===== config.mk =====
export PLATFORM = sky130hd
export DESIGN_NAME = tx_command_buffer_unpacker
export DESIGN_NICKNAME = d
export VERILOG_FILES = /design/src/rtl/tx_unpack_pkg.sv /design/src/rtl/tx_unpack_if.sv /design/src/rtl/buf_geometry.sv /design/src/rtl/lane_unpacker.sv /design/src/rtl/tx_command_buffer_unpacker.sv
export VERILOG_INCLUDE_DIRS = /design/src /design/src/rtl
export SDC_FILE = /design/constraint.sdc
export NUM_CORES = 1
export LEC_CHECK = 0
export BUFFER_PORTS_ARGS = -buffer_cell sky130_fd_sc_hd__buf_2
export CORE_ASPECT_RATIO = 0.5
export CORE_MARGIN = 1.5
export CORE_UTILIZATION = 50
export CTS_CLUSTER_SIZE = 10
export DETAILED_ROUTE_END_ITERATION = 10
export PLACE_DENSITY_LB_ADDON = 0.1
export SYNTH_ARGS = -nofsm -noshare
export SYNTH_HDL_FRONTEND = slang
export SYNTH_SLANG_ARGS = --single-unit

===== constraint.sdc =====
create_clock -name i_clk_sys -period 3.6 [get_ports i_clk_sys]
set_clock_uncertainty 0.05 [all_clocks]
set_input_delay 0.18 -clock i_clk_sys [delete_from_list [all_inputs] [get_ports i_clk_sys]]
set_output_delay 0.18 -clock i_clk_sys [all_outputs]
set_load 0.005 [all_outputs]

===== src/rtl/tx_unpack_defs.svh =====
// field positions, encodings and constants of the transmit buffer unpacker
`ifndef TX_UNPACK_DEFS_SVH
`define TX_UNPACK_DEFS_SVH
`define TXA_ALIGN_MSB 25
`define TXA_ALIGN_LSB 24
`define TXA_OFF_MSB 20
`define TXA_OFF_LSB 16
`define TXA_FS_BIT 13
`define TXA_LS_BIT 12
`define TXA_SIZE_MSB 10
`define TXB_TAG_MSB 31
`define TXB_TAG_LSB 16
`define TXB_CK_BIT 14
`define TXB_CRCDIS_BIT 13
`define TXB_PADDIS_BIT 12
`define TXB_LEN_MSB 10
`define ALIGN_16 2'h1
`define ALIGN_32 2'h2
`define MASK_4 12'h000
`define MASK_16 12'h003
`define MASK_32 12'h007
`define LANE_FIRST 2'h0
`define LANE_LAST 2'h3
`define LANE_STEP 2'h1
`define CNT_ZERO 12'h000
`define CNT_ONE 12'h001
`define CNT_ROUND 12'h003
`endif


===== src/rtl/tx_unpack_pkg.sv =====
// types shared by the transmit buffer unpacker
package tx_unpack_pkg;
  typedef enum logic [2:0] {
    ST_CMD_A = 3'h0,
    ST_CMD_B = 3'h1,
    ST_SKIP = 3'h3,
    ST_DATA = 3'h2,
    ST_PAD = 3'h6
  } unpack_state_e;
  typedef logic [11:0] dw_cnt_t;
  typedef logic [15:0] len_sum_t;
endpackage : tx_unpack_pkg


===== src/rtl/tx_unpack_if.sv =====
// interfaces between the unpacker and its geometry and lane helpers
`timescale 1ns/1ps
interface geom_if;
  import tx_unpack_pkg::*;
  logic [4:0] offset;
  logic [10:0] size;
  logic [1:0] align;
  dw_cnt_t skip_dw;
  dw_cnt_t data_dw;
  dw_cnt_t pad_dw;
  logic [1:0] last_lane;
  modport calc (input offset, size, align, output skip_dw, data_dw, pad_dw, last_lane);
  modport user (output offset, size, align, input skip_dw, data_dw, pad_dw, last_lane);
endinterface : geom_if

interface lane_if;
  logic load;
  logic [31:0] word;
  logic [1:0] first_lane;
  logic [1:0] last_lane;
  logic eop;
  logic idle_next;
  logic [7:0] byte_data;
  logic byte_valid;
  logic byte_last;
  logic byte_ready;
  modport unpack (input load, word, first_lane, last_lane, eop, byte_ready,
    output idle_next, byte_data, byte_valid, byte_last);
  modport feed (output load, word, first_lane, last_lane, eop, byte_ready,
    input idle_next, byte_data, byte_valid, byte_last);
endinterface : lane_if


===== src/rtl/buf_geometry.sv =====
// dword counts of one transmit buffer from its offset, size and end alignment
`timescale 1ns/1ps
`include "tx_unpack_defs.svh"
module buf_geometry
  import tx_unpack_pkg::*;
(
  geom_if.calc g // command fields in, dword counts out
);
  // ****************************************
  // geometry
  // ****************************************
  logic [11:0] span_bytes;
  dw_cnt_t total_dw;
  dw_cnt_t align_mask;
  assign span_bytes = {10'h000, g.offset[1:0]} + {1'b0, g.size} + `CNT_ROUND;
  assign g.skip_dw = {9'h000, g.offset[4:2]};
  assign g.data_dw = (g.size == 11'h000) ? `CNT_ZERO : {2'h0, span_bytes[11:2]};
  assign total_dw = g.skip_dw + g.data_dw;
  assign align_mask = (g.align == `ALIGN_16) ? `MASK_16 :
    (g.align == `ALIGN_32) ? `MASK_32 : `MASK_4;
  assign g.pad_dw = (`CNT_ZERO - total_dw) & align_mask;
  assign g.last_lane = g.offset[1:0] + g.size[1:0] - `LANE_STEP;
endmodule : buf_geometry


===== src/rtl/lane_unpacker.sv =====
// walks the valid byte lanes of one payload dword out to the mac side
`timescale 1ns/1ps
`include "tx_unpack_defs.svh"
module lane_unpacker
  import tx_unpack_pkg::*;
(
  input wire logic i_clk_sys, // system clock
  input wire logic i_sys_rst, // synchronous reset, active high
  lane_if.unpack u // dword in, bytes out
);
  // ****************************************
  // lane walk
  // ****************************************
  logic [31:0] word;
  logic [1:0] lane;
  logic [1:0] stop;
  logic eop;
  logic valid;
  logic [7:0] bdata;
  logic blast;
  logic drained;
  logic advance;
  logic [31:0] src_word;
  logic [1:0] next_lane;
  logic [1:0] src_stop;
  logic src_eop;
  assign drained = valid & u.byte_ready & (lane == stop);
  assign advance = valid & u.byte_ready & (lane != stop);
  assign src_word = u.load ? u.word : word;
  assign next_lane = u.load ? u.first_lane : lane + `LANE_STEP;
  assign src_stop = u.load ? u.last_lane : stop;
  assign src_eop = u.load ? u.eop : eop;
  assign u.idle_next = ~u.load & (~valid | drained);
  assign u.byte_data = bdata;
  assign u.byte_valid = valid;
  assign u.byte_last = blast;

  always_ff @(posedge i_clk_sys) begin
    if (i_sys_rst) begin
      word <= 32'h0000_0000;
      lane <= `LANE_FIRST;
      stop <= `LANE_FIRST;
      eop <= 1'b0;
      bdata <= 8'h00;
      blast <= 1'b0;
      valid <= 1'b0;
    end else begin
      if (u.load | advance) begin
        word <= src_word;
        lane <= next_lane;
        stop <= src_stop;
        eop <= src_eop;
        bdata <= src_word[{next_lane, 3'h0} +: 8];
        blast <= (next_lane == src_stop) & src_eop;
      end
      valid <= u.load | (valid & ~drained);
    end
  end

  // ****************************************
  // checks
  // ****************************************
  a_byte_held_stall:
    assert property (@(posedge i_clk_sys) disable iff (i_sys_rst)
      valid && !u.byte_ready |=> valid && $stable(bdata) && $stable(blast))
    else $error("byte changed while stalled");
  a_load_when_free:
    assert property (@(posedge i_clk_sys) disable iff (i_sys_rst)
      u.load |-> !valid || drained)
    else $error("dword loaded over a busy lane walk");
endmodule : lane_unpacker


===== src/rtl/tx_command_buffer_unpacker.sv =====
// parses transmit buffers and forwards their payload bytes to the mac side
`timescale 1ns/1ps
`include "tx_unpack_defs.svh"
// Summary of operation
// - read 11-bit buffer size from the first command word.
// - derive trailing padding dwords from buffer offset, size and end alignment.
// - sum buffer sizes per packet; flag error if unequal to packet length.
// - copy the tag into the packet's status output.
// - request checksum only with request bit, first segment and engine enabled.
// - crc-disable bit suppresses the automatic crc unless pad-disable is set.
// - pad-disable stops short-frame padding and forces crc append.
// - second word's 11-bit length is the packet's total byte count.
// - payload starts after the command words.
// - low offset bits pick the first valid byte lane.
// - upper offset bits skip up to seven leading dwords.
// - payload is contiguous; unused trailing bytes are not forwarded.
// - end padding is discarded, never forwarded.
// - second command word comes only with first segment; expected only then.
module tx_command_buffer_unpacker
  import tx_unpack_pkg::*;
(
  input wire logic i_clk_sys, // system clock
  input wire logic i_sys_rst, // synchronous reset, active high
  input wire logic [31:0] i_fifo_data, // transmit data fifo dword
  input wire logic i_fifo_valid, // dword present
  input wire logic i_fifo_first, // dword is a first command word
  output logic o_fifo_ready, // dword taken when valid and ready
  output logic [7:0] o_mil_data, // payload byte to mac interface layer
  output logic o_mil_valid, // payload byte present
  output logic o_mil_last, // last byte of the packet
  input wire logic i_mil_ready, // mac interface layer takes the byte
  input wire logic i_tx_checksum_engine_on, // checksum engine enable
  input wire logic i_err_clear, // clears the error flag
  output logic o_transmitter_error_flag, // sticky transmit error
  output logic o_pkt_valid, // one-cycle pulse: packet controls new
  output logic [15:0] o_pkt_tag, // tag for the packet status word
  output logic o_tx_checksum_request, // compute layer-3 checksum
  output logic o_crc_append, // append frame crc
  output logic o_pad_enable, // pad short frames
  output logic [10:0] o_pkt_length // declared packet length
);
  // ****************************************
  // state
  // ****************************************
  unpack_state_e state;
  unpack_state_e next_state;
  dw_cnt_t cnt;
  dw_cnt_t next_cnt;
  dw_cnt_t skip_r;
  dw_cnt_t data_dw_r;
  dw_cnt_t pad_dw_r;
  logic fs_r;
  logic ls_r;
  logic [1:0] off_lo_r;
  logic [1:0] last_lane_r;
  logic first_dw;
  logic pkt_open;
  len_sum_t sum_r;
  logic [10:0] pkt_len_r;
  logic next_ready;
  logic next_err;

  geom_if g ();
  lane_if u ();

  buf_geometry geom (
    .g (g.calc)
  );

  lane_unpacker lanes (
    .i_clk_sys (i_clk_sys),
    .i_sys_rst (i_sys_rst),
    .u (u.unpack)
  );

  // ****************************************
  // decode
  // ****************************************
  logic accept;
  logic in_body;
  logic intrude;
  logic take_a;
  logic junk_a;
  logic take_b;
  logic data_take;
  logic a_fs;
  logic a_ls;
  logic [10:0] a_size;
  logic [10:0] b_len;
  len_sum_t a_sum;
  logic mismatch_a;
  logic mismatch_b;
  logic seq_err;
  logic set_err;
  logic cnt_last;
  dw_cnt_t h_skip;
  dw_cnt_t h_data;
  dw_cnt_t h_pad;
  unpack_state_e h_state;
  dw_cnt_t h_cnt;
  unpack_state_e post_skip;
  unpack_state_e post_data;

  assign accept = i_fifo_valid & o_fifo_ready;
  assign in_body = (state == ST_SKIP) | (state == ST_DATA) | (state == ST_PAD);
  assign intrude = accept & i_fifo_first & in_body;
  assign take_a = (accept & (state == ST_CMD_A) & i_fifo_first) | intrude;
  assign junk_a = accept & (state == ST_CMD_A) & ~i_fifo_first;
  assign take_b = accept & (state == ST_CMD_B);
  assign data_take = accept & (state == ST_DATA) & ~i_fifo_first;
  assign a_fs = i_fifo_data[`TXA_FS_BIT];
  assign a_ls = i_fifo_data[`TXA_LS_BIT];
  assign a_size = i_fifo_data[`TXA_SIZE_MSB:0];
  assign b_len = i_fifo_data[`TXB_LEN_MSB:0];
  assign a_sum = a_fs ? {5'h00, a_size} : sum_r + {5'h00, a_size};
  assign mismatch_a = take_a & ~a_fs & a_ls & (a_sum != {5'h00, pkt_len_r});
  assign mismatch_b = take_b & ls_r & (sum_r != {5'h00, b_len});
  assign seq_err = take_a & (a_fs == pkt_open);
  assign set_err = mismatch_a | mismatch_b | seq_err | intrude | junk_a;
  assign next_err = set_err | (o_transmitter_error_flag & ~i_err_clear);

  assign g.offset = i_fifo_data[`TXA_OFF_MSB:`TXA_OFF_LSB];
  assign g.size = a_size;
  assign g.align = i_fifo_data[`TXA_ALIGN_MSB:`TXA_ALIGN_LSB];

  // ****************************************
  // phase selection
  // ****************************************
  assign cnt_last = (cnt == `CNT_ONE);
  assign h_skip = take_a ? g.skip_dw : skip_r;
  assign h_data = take_a ? g.data_dw : data_dw_r;
  assign h_pad = take_a ? g.pad_dw : pad_dw_r;
  assign h_state = (h_skip != `CNT_ZERO) ? ST_SKIP :
    (h_data != `CNT_ZERO) ? ST_DATA :
    (h_pad != `CNT_ZERO) ? ST_PAD : ST_CMD_A;
  assign h_cnt = (h_skip != `CNT_ZERO) ? h_skip :
    (h_data != `CNT_ZERO) ? h_data : h_pad;
  assign post_skip = (data_dw_r != `CNT_ZERO) ? ST_DATA :
    (pad_dw_r != `CNT_ZERO) ? ST_PAD : ST_CMD_A;
  assign post_data = (pad_dw_r != `CNT_ZERO) ? ST_PAD : ST_CMD_A;

  always_comb begin
    next_state = state;
    next_cnt = cnt;
    if (take_a) begin
      if (a_fs) begin
        next_state = ST_CMD_B;
      end else begin
        next_state = h_state;
        next_cnt = h_cnt;
      end
    end else begin
      unique case (state)
        ST_CMD_A: begin
          next_state = ST_CMD_A;
        end
        ST_CMD_B: begin
          if (take_b) begin
            next_state = h_state;
            next_cnt = h_cnt;
          end
        end
        ST_SKIP: begin
          if (accept) begin
            next_state = cnt_last ? post_skip : ST_SKIP;
            next_cnt = cnt_last ? ((post_skip == ST_DATA) ? data_dw_r : pad_dw_r)
              : cnt - `CNT_ONE;
          end
        end
        ST_DATA: begin
          if (data_take) begin
            next_state = cnt_last ? post_data : ST_DATA;
            next_cnt = cnt_last ? pad_dw_r : cnt - `CNT_ONE;
          end
        end
        ST_PAD: begin
          if (accept) begin
            next_state = cnt_last ? ST_CMD_A : ST_PAD;
            next_cnt = cnt - `CNT_ONE;
          end
        end
        default: begin
          next_state = ST_CMD_A;
        end
      endcase
    end
  end

  // ****************************************
  // lane feed and flow control
  // ****************************************
  assign u.load = data_take;
  assign u.word = i_fifo_data;
  assign u.first_lane = first_dw ? off_lo_r : `LANE_FIRST;
  assign u.last_lane = cnt_last ? last_lane_r : `LANE_LAST;
  assign u.eop = cnt_last & ls_r;
  assign u.byte_ready = i_mil_ready;
  assign next_ready = (next_state != ST_DATA) | u.idle_next;
  assign o_mil_data = u.byte_data;
  assign o_mil_valid = u.byte_valid;
  assign o_mil_last = u.byte_last;

  // ****************************************
  // registers
  // ****************************************
  always_ff @(posedge i_clk_sys) begin
    if (i_sys_rst) begin
      state <= ST_CMD_A;
      cnt <= `CNT_ZERO;
      o_fifo_ready <= 1'b0;
      o_transmitter_error_flag <= 1'b0;
    end else begin
      state <= next_state;
      cnt <= next_cnt;
      o_fifo_ready <= next_ready;
      o_transmitter_error_flag <= next_err;
    end
  end

  always_ff @(posedge i_clk_sys) begin
    if (i_sys_rst) begin
      skip_r <= `CNT_ZERO;
      data_dw_r <= `CNT_ZERO;
      pad_dw_r <= `CNT_ZERO;
      fs_r <= 1'b0;
      ls_r <= 1'b0;
      off_lo_r <= `LANE_FIRST;
      last_lane_r <= `LANE_FIRST;
      pkt_open <= 1'b0;
      sum_r <= 16'h0000;
    end else if (take_a) begin
      skip_r <= g.skip_dw;
      data_dw_r <= g.data_dw;
      pad_dw_r <= g.pad_dw;
      fs_r <= a_fs;
      ls_r <= a_ls;
      off_lo_r <= g.offset[1:0];
      last_lane_r <= g.last_lane;
      pkt_open <= ~a_ls;
      sum_r <= a_sum;
    end
  end

  always_ff @(posedge i_clk_sys) begin
    if (i_sys_rst) begin
      first_dw <= 1'b0;
    end else begin
      first_dw <= take_a | (first_dw & ~data_take);
    end
  end

  always_ff @(posedge i_clk_sys) begin
    if (i_sys_rst) begin
      o_pkt_valid <= 1'b0;
      o_pkt_tag <= 16'h0000;
      o_tx_checksum_request <= 1'b0;
      o_crc_append <= 1'b0;
      o_pad_enable <= 1'b0;
      o_pkt_length <= 11'h000;
      pkt_len_r <= 11'h000;
    end else begin
      o_pkt_valid <= take_b;
      if (take_b) begin
        o_pkt_tag <= i_fifo_data[`TXB_TAG_MSB:`TXB_TAG_LSB];
        o_tx_checksum_request <= i_fifo_data[`TXB_CK_BIT] & fs_r
          & i_tx_checksum_engine_on;
        o_crc_append <= ~i_fifo_data[`TXB_CRCDIS_BIT]
          | i_fifo_data[`TXB_PADDIS_BIT];
        o_pad_enable <= ~i_fifo_data[`TXB_PADDIS_BIT];
        o_pkt_length <= b_len;
        pkt_len_r <= b_len;
      end
    end
  end

  // ****************************************
  // checks
  // ****************************************
  a_length_mismatch_err:
    assert property (@(posedge i_clk_sys) disable iff (i_sys_rst)
      take_b && ls_r && (sum_r != {5'h00, b_len}) |=> o_transmitter_error_flag)
    else $error("length mismatch not flagged");
  a_error_flag_sticky:
    assert property (@(posedge i_clk_sys) disable iff (i_sys_rst)
      o_transmitter_error_flag && !i_err_clear |=> o_transmitter_error_flag)
    else $error("error flag dropped without clear");
  a_tag_copied_out:
    assert property (@(posedge i_clk_sys) disable iff (i_sys_rst)
      take_b |=> o_pkt_valid && o_pkt_tag == $past(i_fifo_data[31:16]))
    else $error("tag not copied");
  a_checksum_gated:
    assert property (@(posedge i_clk_sys) disable iff (i_sys_rst)
      o_pkt_valid && o_tx_checksum_request |->
        $past(i_tx_checksum_engine_on) && $past(i_fifo_data[14]) && $past(fs_r))
    else $error("checksum requested without all conditions");
  a_crc_pad_ctrl:
    assert property (@(posedge i_clk_sys) disable iff (i_sys_rst)
      o_pkt_valid |-> o_pad_enable == !$past(i_fifo_data[12])
        && o_crc_append == (!$past(i_fifo_data[13]) || $past(i_fifo_data[12])))
    else $error("crc or pad control wrong");
  a_second_word_fs:
    assert property (@(posedge i_clk_sys) disable iff (i_sys_rst)
      take_a |=> (state == ST_CMD_B) == $past(a_fs))
    else $error("second command word expectation wrong");
  a_skip_counted:
    assert property (@(posedge i_clk_sys) disable iff (i_sys_rst)
      take_a && !a_fs && i_fifo_data[20:18] != 3'h0 |=>
        state == ST_SKIP && cnt == {9'h000, $past(i_fifo_data[20:18])})
    else $error("leading dword skip wrong");
  a_pad_not_sent:
    assert property (@(posedge i_clk_sys) disable iff (i_sys_rst)
      state == ST_PAD || state == ST_SKIP |-> !u.load)
    else $error("padding or skipped dword forwarded");
  a_first_lane_sel:
    assert property (@(posedge i_clk_sys) disable iff (i_sys_rst)
      u.load && first_dw |=> o_mil_data == $past(i_fifo_data[{off_lo_r, 3'h0} +: 8]))
    else $error("first byte lane wrong");
  a_intrusion_flagged:
    assert property (@(posedge i_clk_sys) disable iff (i_sys_rst)
      accept && i_fifo_first && in_body |=>
        o_transmitter_error_flag && first_dw)
    else $error("command word inside data not flagged");
endmodule : tx_command_buffer_unpacker


After elaboration in Yosys (flattened, before gate mapping)
Index checks and enable logic that the tools add are counted.

Bits in latches: 0. ROM bits: 0. Register bits after elaboration: 155. Logic and storage cells: 154. Input port bits: 39. RAM bits: 0. Output and inout port bits: 43. Memories: 0.

Shifts and indexed selects: 1. $mul: 0. Equality and inequality tests: 20. Reduce and logical (&&, ||, !) cells: 9. $add $sub $neg: 9. Bitwise gates (word level): 48. Magnitude comparators: 0. Div/mod/pow operators: 0. Multiplexer cells: 40.

Operators by type and width (count): $mux 12 (15); $reduce_bool 12->1 (5); $pmux 12 s4 (1); $mux 3 (15); $mux 32 (1); $ne 16x11->1 (2); $shiftx 32x6->8 (1); $and 1x1->1 (26); $add 16x11->16 (1); $mux 16 (1); $or 1x1->1 (14); $add 12x2->12 const B (1); $add 2x11->12 (1); $add 3x12->12 (1); $and 12x12->12 (1); $eq 12x1->1 const B (1); $pmux 3 s4 (1); $sub 1x12->12 const A (1); $sub 12x1->12 const B (1); $logic_not 11->1 (1); $mux 10 (1); $eq 3x2->1 const B (3); $ne 3x3->1 const B (3); $mux 2 (4); other kinds (17) (25).

Depth between registers and ports, before layout
Gate-level depths: netlist of the first run.

Depth in word-level cells: 16. Mapped depth: 18. Depth with buffers taken out: 18.

By module
Synthesis of the first run repeated with hierarchy kept, for this count alone.

Cell total of the unflattened synthesis: 1140. Area, all modules: 9056.2 um^2.

By module, submodules not included: tx_command_buffer_unpacker (area each 6288.5 um^2, seq. area each 2162.1 um^2, instances 1, cells an instance 827); lane_unpacker (area each 2187.1 um^2, seq. area each 940.9 um^2, instances 1, cells an instance 233); buf_geometry (area each 580.6 um^2, seq. area each 0.0 um^2, instances 1, cells an instance 80).

Worst setup path before layout of the first run
OpenSTA, ideal clock, no wires.

Path kind: input -> register. Start point: input i_fifo_data[1]. End point: register state[2]. Library setup time: 128 ps. Required time: 3422 ps. Path buffers: 0. Arrival: 2883 ps. Stages on the path: 18. Path slack: 539 ps. Path through: inv_1 -> ha_1 -> inv_1 -> ha_1 -> fa_1 -> xnor2_1 -> a31oi_1 -> ha_1 -> inv_1 -> ha_1 -> xnor2_1 -> xnor2_1 -> xnor2_1 -> and3_1 -> a21oi_1 -> a31oi_1 -> a21oi_1 -> nor2_1.

Cells in the longest elaborated chain, start to end: 14. Elaborated cells on any way between the ends: 18. Classes of those cells: add/sub (4); mux (10); bitwise (1); reduce/logical (3).

RTL lines: start, declared (line tx_command_buffer_unpacker.sv:24) `input wire logic [31:0] i_fifo_data,`; $add 2x11->12 (line buf_geometry.sv:15) `` assign span_bytes = {10'h000, g.offset[1:0]} + {1'b0, g.size} + `CNT_ROUND; ``; $add 12x2->12 (no source line); $mux 10 (*) (line buf_geometry.sv:17) `` assign g.data_dw = (g.size == 11'h000) ? `CNT_ZERO : {2'h0, span_bytes[11:2]}; ``; $add 3x12->12 (line buf_geometry.sv:18) `assign total_dw = g.skip_dw + g.data_dw;`; $sub 1x12->12 (no source line); $and 12x12->12 (line buf_geometry.sv:21) `` assign g.pad_dw = (`CNT_ZERO - total_dw) & align_mask; ``; $mux 12; $reduce_bool 12->1 (no source line); $mux 3 (line tx_command_buffer_unpacker.sv:135) `` (h_pad != `CNT_ZERO) ? ST_PAD : ST_CMD_A; ``; $mux 3 (*) (line tx_command_buffer_unpacker.sv:134) `` (h_data != `CNT_ZERO) ? ST_DATA : ``; $mux 3 (*) (line tx_command_buffer_unpacker.sv:133) `` assign h_state = (h_skip != `CNT_ZERO) ? ST_SKIP : ``; $mux 3 (line tx_command_buffer_unpacker.sv:158) `if (take_b) begin`; $pmux 3 s4 (line tx_command_buffer_unpacker.sv:153) `unique case (state)`; $mux 3 (*) (line tx_command_buffer_unpacker.sv:145) `if (take_a) begin`; end signal, assigned (line tx_command_buffer_unpacker.sv:213) `state <= next_state;`; end, declared (line tx_command_buffer_unpacker.sv:45) `unpack_state_e state;`.

Every way passes the cells marked *; elsewhere a longest branch is shown, timed or not. A chain may end at the register's enable or synchronous reset.

Final worst setup path of the first run
Start point: input i_fifo_data[0]. End point: register state[2].

Same word-level chain as after synthesis.

==> results of run 1 <==
-- cell usage in the layout (no fill, tap or decap), types with 7 or more instances in the layout --
| cell | count |
|---|---|
| a211oi_1 | 39 |
| a21oi_1 | 129 |
| a22oi_1 | 12 |
| a31oi_1 | 9 |
| and2_1 | 26 |
| and3_1 | 9 |
| buf_2 | 80 |
| buf_4 | 43 |
| clkbuf_16 | 17 |
| dfxtp_1 | 155 |
| dlygate4sd3_1 | 18 |
| ha_1 | 21 |
| inv_1 | 24 |
| mux2i_1 | 28 |
| nand2_1 | 182 |
| nand2b_1 | 9 |
| nand3_1 | 18 |
| nand4_1 | 12 |
| nor2_1 | 90 |
| nor2b_1 | 22 |
| nor3_1 | 20 |
| nor4_1 | 16 |
| o21ai_0 | 46 |
| or3_1 | 7 |
| xnor2_1 | 26 |
| xor2_1 | 16 |
-- metrics by stage --
step | util (%) | setup TNS [ns]
after detailed placement | 56.0 | 0
after CTS | 60.7 | 0
after global routing | 60.8 | -0.0326
after floorplan | - | 0
after global placement | 56.0 | 0
final | 60.8 | 0
-- routing by layer --
layer | up-vias | part of all wire (%)
li1 | 4129 | -
met1 | 4111 | 46
met2 | 365 | 44
met3 | 30 | 8.7
met4 | 0 | 0.97
met5 | - | 0
-- cell families after synthesis --
family | after synthesis | share of synthesized area [%]
adders and majority gates | 23 | 3.48
xor gates and xnor gates | 42 | 4.22
buffers and inverters | 110 | 5.24
and+or+nand+nor | 436 | 23.8
DFF | 155 | 35.6
AOI/OAI and AO/OA | 315 | 23.1
muxes | 37 | 4.50
-- layout make-up --
| cell class | count | area (µm²) | share of cell area [%] |
|---|---|---|---|
| well taps | 227 | 284 | 2.80 |
| inverters | 24 | 90.1 | 0.888 |
| flip-flops and latches | 155 | 3100 | 30.6 |
| repair buffers | 141 | 903 | 8.90 |
| clock inverters | 14 | 173 | 1.70 |
| multi-input cells | 853 | 5160 | 50.9 |
| clock buffers | 18 | 429 | 4.23 |
-- final timing paths --
path	startpoint	end	slack [ns]	cells after the start
min	i_fifo_data[5]	lanes.word[5]	0.05	3
max	i_fifo_data[0]	state[2]	0.18	20
max reg2reg	state[1]	cnt[4]	0.48	9
min reg2reg	lanes.word[30]	lanes.word[30]	0.40	2
-- power groups by stage --
stage / Sequential (W) / Clock (W) / Combinational [W]
final: 0.00177 / 0.00187 / 0.000647
after global placement: 0.00181 / 0 / 0.000607
after floorplan: 0.00180 / 0 / 0.000417
after global routing: 0.00178 / 0.00198 / 0.000706
after detailed placement: 0.00181 / 0 / 0.000614
after CTS: 0.00177 / 0.00188 / 0.000631
-- flip-flops by register name, summed over array words and instances, names as in the netlist, 3 cells and up --
register           cells
lanes.word            32
o_pkt_tag             16
sum_r                 16
cnt                   12
data_dw_r             12
pad_dw_r              12
skip_r                12
pkt_len_r             11
lanes.u.byte_data      8
state                  3
-- repair_timing --
| item | CTS | global route |
|---|---|---|
| buffers inserted | 0 | 2 |
| endpoints found under the hold margin | 28 | 0 |
| setup endpoints to repair | 0 | 2 |
| resized for setup | 0 | 2 |
| hold buffers | 18 | 0 |
-- worst reg2reg max path, cell delays in order (launching register included) --
cell and delay, ns:
dfxtp_1 0.53, nor2b_4 0.25, o21bai_4 0.16, and2_4 0.46, mux2i_1 0.42, and3_1 0.27, nor4b_4 0.39, buf_4 0.23
a31o_1 0.14, a32o_1 0.16
==> key figures, run 1 <==
Status
  – Result of the run: finished clean

Placed design
  – Count of buffers inserted at the top-level ports: 81
  – Placed wire-length estimate after detailed placement: 19200 µm
  – Final RePlAce weighted congestion: 0.893
  – Placement-stage worst setup slack: 0.0746 ns
  – Cell Count Post-Placement: 1380
  – Post-detailed-placement cell area: 9340 µm²

Critical path
  – Largest stage delay on the critical path: 0.53 ns
  – Crit path kind: in -> reg
  – Critical path's slowest cell: dlygate4sd3_1
  – Total buffers and inverters traversed by the critical path: 5
  – Critical path, cell by cell: dlygate4sd3_1, buf_2, inv_1, ha_1, inv_1, ha_1, fa_2, xnor2_1, a31oi_1, ha_1, inv_1, ha_1, xnor2_1, xnor2_1, xnor2_1, and3_1, a21oi_2, a31oi_1, a21oi_1, nor2_1
  – Data required time of the critical path: 3.82 ns
  – Worst Setup End Kind: flip-flop
  – Startpoint kind of the worst setup timing path: primary input
  – Largest delay share family, worst path: adder cells
  – Arrival time at the worst endpoint: 3.64 ns
  – Top fanout value on the critical path: 7

Global routing
  – Fraction of met1 tracks used by global routing: 42.5%
  – Remaining global-route overflow: 0
  – Most used routing layer in global routing: met2
  – Wire length of the first global-routing pass: 43300 µm
  – Maximum number of pins on one net before global-route repair: 103
  – Gr usage total: 31.0%
  – Met2 layer usage reported by global route: 49.5%
  – Met3 usage: 7.25%
  – Vias in the first global route: 7913
  – Initial antenna violation count: 1

Yosys
  – Share of the yosys chip area belonging to registers: 35.6%
  – Mapped cell area: 8710 µm²
  – Top-area cell type share of the netlist area: 35.6%
  – Leading register cell type out of synthesis: dfxtp_1
  – Fraction of registers with async set/reset: 0%
  – Post-synthesis cell type with the largest combined area: dfxtp_1
  – Number of different library cells in the post-synthesis netlist: 76
  – Top cells by area, synth: dfxtp_1 (36%), nand2_1 (7.8%), a21oi_1 (7.5%)
  – Syn Nets: 1180
  – Synth Warn #: 0
  – Post-synthesis average cell area: 7.79 µm²
  – Most numerous cell types in the synthesized netlist: nand2_1 (182), dfxtp_1 (155), a21oi_1 (130)
  – Post-Synthesis Cells: 1118
  – Most frequently used cell type in the post-synthesis netlist: nand2_1
  – EDFF count, synth: 0
  – Synthesis-stage register bit count: 155

Die
  – Floorplan row count: 33
  – Die area: 18300 µm²
  – Count of pins on the block boundary: 82
  – Placeable core region: 16700 µm²
  – Initial Utilization: 52.2%
  – Die Wd: 190 µm
  – Die outline height: 96.3 µm

STA
  – Maximum clock frequency: 293 MHz
  – Max-slew violation count: 0
  – Post-Route Hold Slack: 0.0479 ns
  – Final Hold Viols: 0
  – Fin crit period: 3.42 ns
  – Minimum setup slack in the final design: 0.183 ns
  – Total setup violations reported at the end of the flow: 0
  – Share of the cycle needed by the critical path after routing: 94.9%
  – Tightest slew margin relative to the limit: 26.3%
  – Measured slew at the worst slew-check pin: 1.11 ns

Pwr
  – Power density normalized to cell area: 423 nW/µm²
  – Leakage power figure: 4.08 nW
  – Sw Share: 28.9%
  – Reg power frac: 41.3%
  – Combinational group share of total power: 15.1%
  – Net switching power figure: 0.00124 W
  – Clock power share: 43.6%
  – Peak supply drop: 0.381 mV
  – Pint: 0.00305 W
  – Total chip power: 0.00429 W

Detailed routing
  – Number of DRC markers in iteration 0: 852
  – DRC Markers: 0
  – Final antenna-violating net count: 0
  – Total via count after detailed routing: 8635
  – Routed len/inst: 19.2 µm
  – Total wire length: 27500 µm
  – Iteration count of the initial detailed-routing pass: 5
  – Number of vias per cell: 6.03

Clocking
  – Worst-Skew Late Latency: 0.44 ns
  – Clock-pin slew of the registers on the worst-case setup and hold paths: 0.08 ns
  – Clk sink count: 155
  – Number of buffers added by the clock tree synthesis step: 17
  – Clock Root Buffer: clkbuf_16
  – Maximum clock insertion buffer count: 2
  – CTS HTree Levels: 4
  – TritonCTS clock tree: built

Min path
  – Hold WC Path Type: in -> reg

Layout
  – Antenna diode instance count: 0
  – Number of fillers in the final layout: 1502
  – Count of non-filler cells in the finished layout: 1432
  – Net count reported at finish: 1254
  – Area growth from synthesis to final layout: 16.5%
  – Fraction of final layout cells sized beyond drive strength 1: 14.9%
  – Final design area excluding fillers: 10100 µm²

Run
  – Number of max-cap violations: 0
Note: power is estimated with default switching activity, not from simulation.
==> run 2, diff against run 1 <==
--- a/config.mk
+++ b/config.mk
@@ -15,4 +15,5 @@
 export PLACE_DENSITY_LB_ADDON = 0.1
 export SYNTH_ARGS = -nofsm -noshare
 export SYNTH_HDL_FRONTEND = slang
+export SYNTH_HIERARCHICAL = 1
 export SYNTH_SLANG_ARGS = --single-unit
==> key figures, run 2 <==
Layout
  – Commonest cells after routing, fill and taps aside: nand2_1 (165), dfxtp_1 (155), a21oi_1 (100)
  – Total area of sequential cells: 3100 µm² (unchanged)
  – Final design utilization: 59.7% (-1.1 points)
  – Final design area excluding fillers: 10500 µm² (+3.4%)
  – Number of flip-flops in the largest register: 32 (unchanged)
  – Multi-input logic area: 5420 µm² (+4.9%)
  – Antenna diode instance count: 0 (unchanged)
  – Count of non-filler cells in the finished layout: 1462 (+2.1%)
  – Fraction of final layout cells sized beyond drive strength 1: 16.4% (+1.4 points)
  – Largest Register: lanes/word
  – Most common library cell in the layout ignoring fill and taps: nand2_1
  – Area growth from synthesis to final layout: 15.8%
  – Net count reported at finish: 1277 (+1.8%)
  – Number of fillers in the final layout: 1578 (+5.1%)
  – Largest regs: lanes/word: 32 flops, o_pkt_tag: 16 flops, sum_r: 16 flops

Yosys
  – Share of the yosys chip area belonging to registers: 34.3% (-1.4 points)
  – Post-synthesis cell type with the largest combined area: dfxtp_1
  – Post-Synthesis Cells: 1140 (+2.0%)
  – Synthesis-stage register bit count: 155 (unchanged)
  – Most numerous cell types in the synthesized netlist: nand2_1 (166), dfxtp_1 (155), a21oi_1 (100)
  – Fraction of registers with async set/reset: 0% (unchanged)
  – Synth Warn #: 6 (+6)
  – Post-synthesis average cell area: 7.94 µm² (+2.0%)
  – Mapped cell area: 9060 µm² (+4.0%)
  – Top-area cell type share of the netlist area: 34.3% (-1.4 points)
  – Most frequently used cell type in the post-synthesis netlist: nand2_1
  – Number of different library cells in the post-synthesis netlist: 88 (+16%)
  – Top cells by area, synth: dfxtp_1 (34%), nand2_1 (6.9%), a21oi_1 (5.5%)
  – Leading register cell type out of synthesis: dfxtp_1
  – EDFF count, synth: 0 (unchanged)

Placed design
  – Cell Count Post-Placement: 1413 (+2.4%)
  – Final RePlAce weighted congestion: 0.961 (+7.7%)
  – Count of buffers inserted at the top-level ports: 81 (unchanged)
  – Placed wire-length estimate after detailed placement: 19600 µm (+2.3%)
  – Post-detailed-placement cell area: 9680 µm² (+3.6%)
  – Placement-stage worst setup slack: -0.365 ns (-0.440 ns)

Detailed routing
  – Iteration count of the initial detailed-routing pass: 6 (+1)
  – Number of DRC markers in iteration 0: 893 (+4.8%)
  – Number of vias per cell: 6.03 (about the same)
  – Final antenna-violating net count: 0 (unchanged)
  – Total wire length: 27700 µm (+0.61%)
  – DRC Markers: 0 (unchanged)
  – Routed len/inst: 19.0 µm (-1.5%)
  – Total via count after detailed routing: 8809 (+2.0%)

Critical path
  – Startpoint kind of the worst setup timing path: primary input
  – Worst Setup End Kind: flip-flop
  – Critical Path Source: i_fifo_data[1]
  – End point of the critical path: state[1]
  – Number of cells on the critical path: 21 (+5.0%)
  – Largest stage delay on the critical path: 0.41 ns (-0.12 ns)
  – Worst-case register-to-register setup slack: 0.64 ns (+0.16 ns)
  – Largest delay share family, worst path: adder cells
  – Worst Reg2Reg Path Length in Cells: 9 (unchanged)
  – Critical path's slowest cell: fa_2
  – Total buffers and inverters traversed by the critical path: 5 (unchanged)
  – Critical path, cell by cell: buf_2, inv_4, ha_4, inv_2, ha_4, inv_2, fa_2, or2_4, ha_1, ha_2, xor2_2, xnor2_1, xnor2_1, and2_1, nor4_2, and3_1, nand3_1, a222oi_1, o32a_1, buf_4, nor2_1
  – Crit path kind: in -> reg
  – Data required time of the critical path: 3.87 ns (+0.05 ns)
  – Critical R2R Capture: o_transmitter_error_flag
  – Launch instance of the worst register-to-register path: sum_r[0]
  – Top fanout value on the critical path: 2 (-5)
  – Arrival time at the worst endpoint: 3.68 ns (+0.04 ns)

STA
  – Fin crit period: 3.41 ns (-0.00495 ns)
  – Final Hold Viols: 0 (unchanged)
  – Share of the cycle needed by the critical path after routing: 94.8% (-0.14 points)
  – Measured slew at the worst slew-check pin: 1.15 ns (+0.0403 ns)
  – Maximum clock frequency: 293 MHz (+0.14%)
  – Minimum setup slack in the final design: 0.188 ns (+0.00495 ns)
  – Tightest slew margin relative to the limit: 23.3% (-2.9 points)
  – Max-slew violation count: 0 (unchanged)
  – Unrepaired setup endpoints after global routing: false
  – Total setup violations reported at the end of the flow: 0 (unchanged)

Global routing
  – Gr usage total: 29.4% (-1.6 points)
  – Remaining global-route overflow: 0 (unchanged)
  – Met2 layer usage reported by global route: 44.3% (-5.2 points)
  – Met3 usage: 6.11% (-1.1 points)
  – Maximum number of pins on one net before global-route repair: 79 (-23%)
  – Initial antenna violation count: 0 (-1)
  – Most used routing layer in global routing: met2
  – Wire length of the first global-routing pass: 44000 µm (+1.8%)
  – Fraction of met1 tracks used by global routing: 42.6% (+0.11 points)
  – Vias in the first global route: 8035 (+1.5%)

Status
  – Result of the run: finished clean

Pwr
  – Peak supply drop: 0.334 mV (-12%)
  – Clock power share: 43.2% (-0.4 points)
  – Net switching power figure: 0.00132 W (+6.1%)
  – Leakage power figure: 4.01 nW (-1.6%)
  – Sw Share: 29.3% (+0.35 points)
  – Pint: 0.00318 W (+4.3%)
  – Combinational group share of total power: 16.7% (+1.6 points)
  – Reg power frac: 40.1% (-1.2 points)
  – Power density normalized to cell area: 429 nW/µm² (+1.4%)

Run
  – Number of max-cap violations: 0 (unchanged)

Clocking
  – Number of buffers added by the clock tree synthesis step: 17 (unchanged)
  – TritonCTS clock tree: built
  – Clk sink count: 155 (unchanged)
  – CTS HTree Levels: 4 (unchanged)
  – Clock-pin slew of the registers on the worst-case setup and hold paths: 0.07 ns (about the same)
  – Maximum clock insertion buffer count: 2 (unchanged)
  – Clock Root Buffer: clkbuf_16
  – Worst-Skew Late Latency: 0.43 ns (about the same)

Die
  – Floorplan row count: 34 (+3.0%)
  – Die outline height: 98.2 µm (+1.9%)
  – Die Wd: 193 µm (+2.0%)
  – Count of pins on the block boundary: 82 (unchanged)
  – Placeable core region: 17600 µm² (+5.3%)
  – Die area: 19000 µm² (+3.9%)
  – Initial Utilization: 51.5% (-0.65 points)

Min path
  – Hold WC Path Type: in -> reg
  – Count of cells along the worst hold path: 3 (unchanged)
-- run 2: cell count changes after synthesis, moves of 18 or more --
cell	before	now
o21ai_0	46	28
a211oi_1	39	13
nor4_1	16	34
buf_4	0	27
o211ai_1	6	33
nand3_1	18	36
a21oi_1	130	100
mux2i_1	28	46
-- run 2: repair_timing --
action                                  CTS  global route
gates resized for setup                   0             4
endpoints found under the hold margin    17             0
endpoints found under the setup margin    0             2
setup buffers                             0             2
hold buffers                             15             0
-- run 2: worst reg2reg max path: stages (launching register included) --
cell and delay [ns]:
dfxtp_1 0.32, ha_1 0.21, fa_1 0.45, a211oi_2 0.32, o21ai_1 0.25, a2111o_1 0.42
and3_1 0.17, xor2_1 0.15, nor4_1 0.32, a41oi_1 0.17
-- run 2: logic make-up after synthesis --
kind of cell | Yosys count | synth area share [%]
xor+xnor | 35 | 3.47
fa+ha+maj | 23 | 3.34
other cells | 1 | 0.0414
flops | 155 | 34.3
simple gates | 443 | 23.0
buf+inv | 135 | 7.43
mux | 53 | 6.45
compound gates | 295 | 22.0
-- run 2: per-stage QoR --
step                TNS (ns)  hold WS [ns]  power, W
floorplan                  0         0.226   0.00234
global placement      -0.274         0.388   0.00254
detailed placement    -0.689         0.395   0.00255
CTS                        0       0.00429   0.00449
global route               0        0.0113   0.00468
finish                     0        0.0207   0.00450
-- run 2: area by class of cell --
cell class,instances,share of cell area (%)
clock buffer,18,4.09
clock inverter,14,1.90
inverter,29,1.06
multi-input combinational,869,51.7
sequential,155,29.6
tap,234,2.79
timing repair buffer,143,8.92
-- run 2: power by group through the flow --
stage | clock network (W) | registers, W | logic [W]
2_1_floorplan | 0 | 0.00183 | 0.000514
3_3_place_gp | 0 | 0.00184 | 0.000701
3_5_place_dp | 0 | 0.00184 | 0.000711
4_1_cts | 0.00196 | 0.00180 | 0.000726
5_1_grt | 0.00205 | 0.00181 | 0.000821
6_report | 0.00194 | 0.00180 | 0.000751
-- run 2: per-layer routing --
metal | vias up | share of wire (%)
met1 | 4212 | 49
met4 | 0 | 1.6
li1 | 4221 | -
met5 | - | 0
met3 | 35 | 6.6
met2 | 341 | 43
-- run 2: how the worst min path moves through the flow --
stage / start / to / slack [ns]
6_report: i_fifo_data[25] / o_pkt_tag[9] / 0.02
3_5_place_dp: i_fifo_data[22] / o_pkt_tag[6] / 0.40
2_1_floorplan: i_fifo_data[12] / o_pad_enable / 0.23
3_3_place_gp: o_tx_checksum_request / o_tx_checksum_request / 0.39
4_1_cts: i_fifo_data[25] / o_pkt_tag[9] / 0.004
5_1_grt: i_fifo_data[12] / o_pad_enable / 0.01
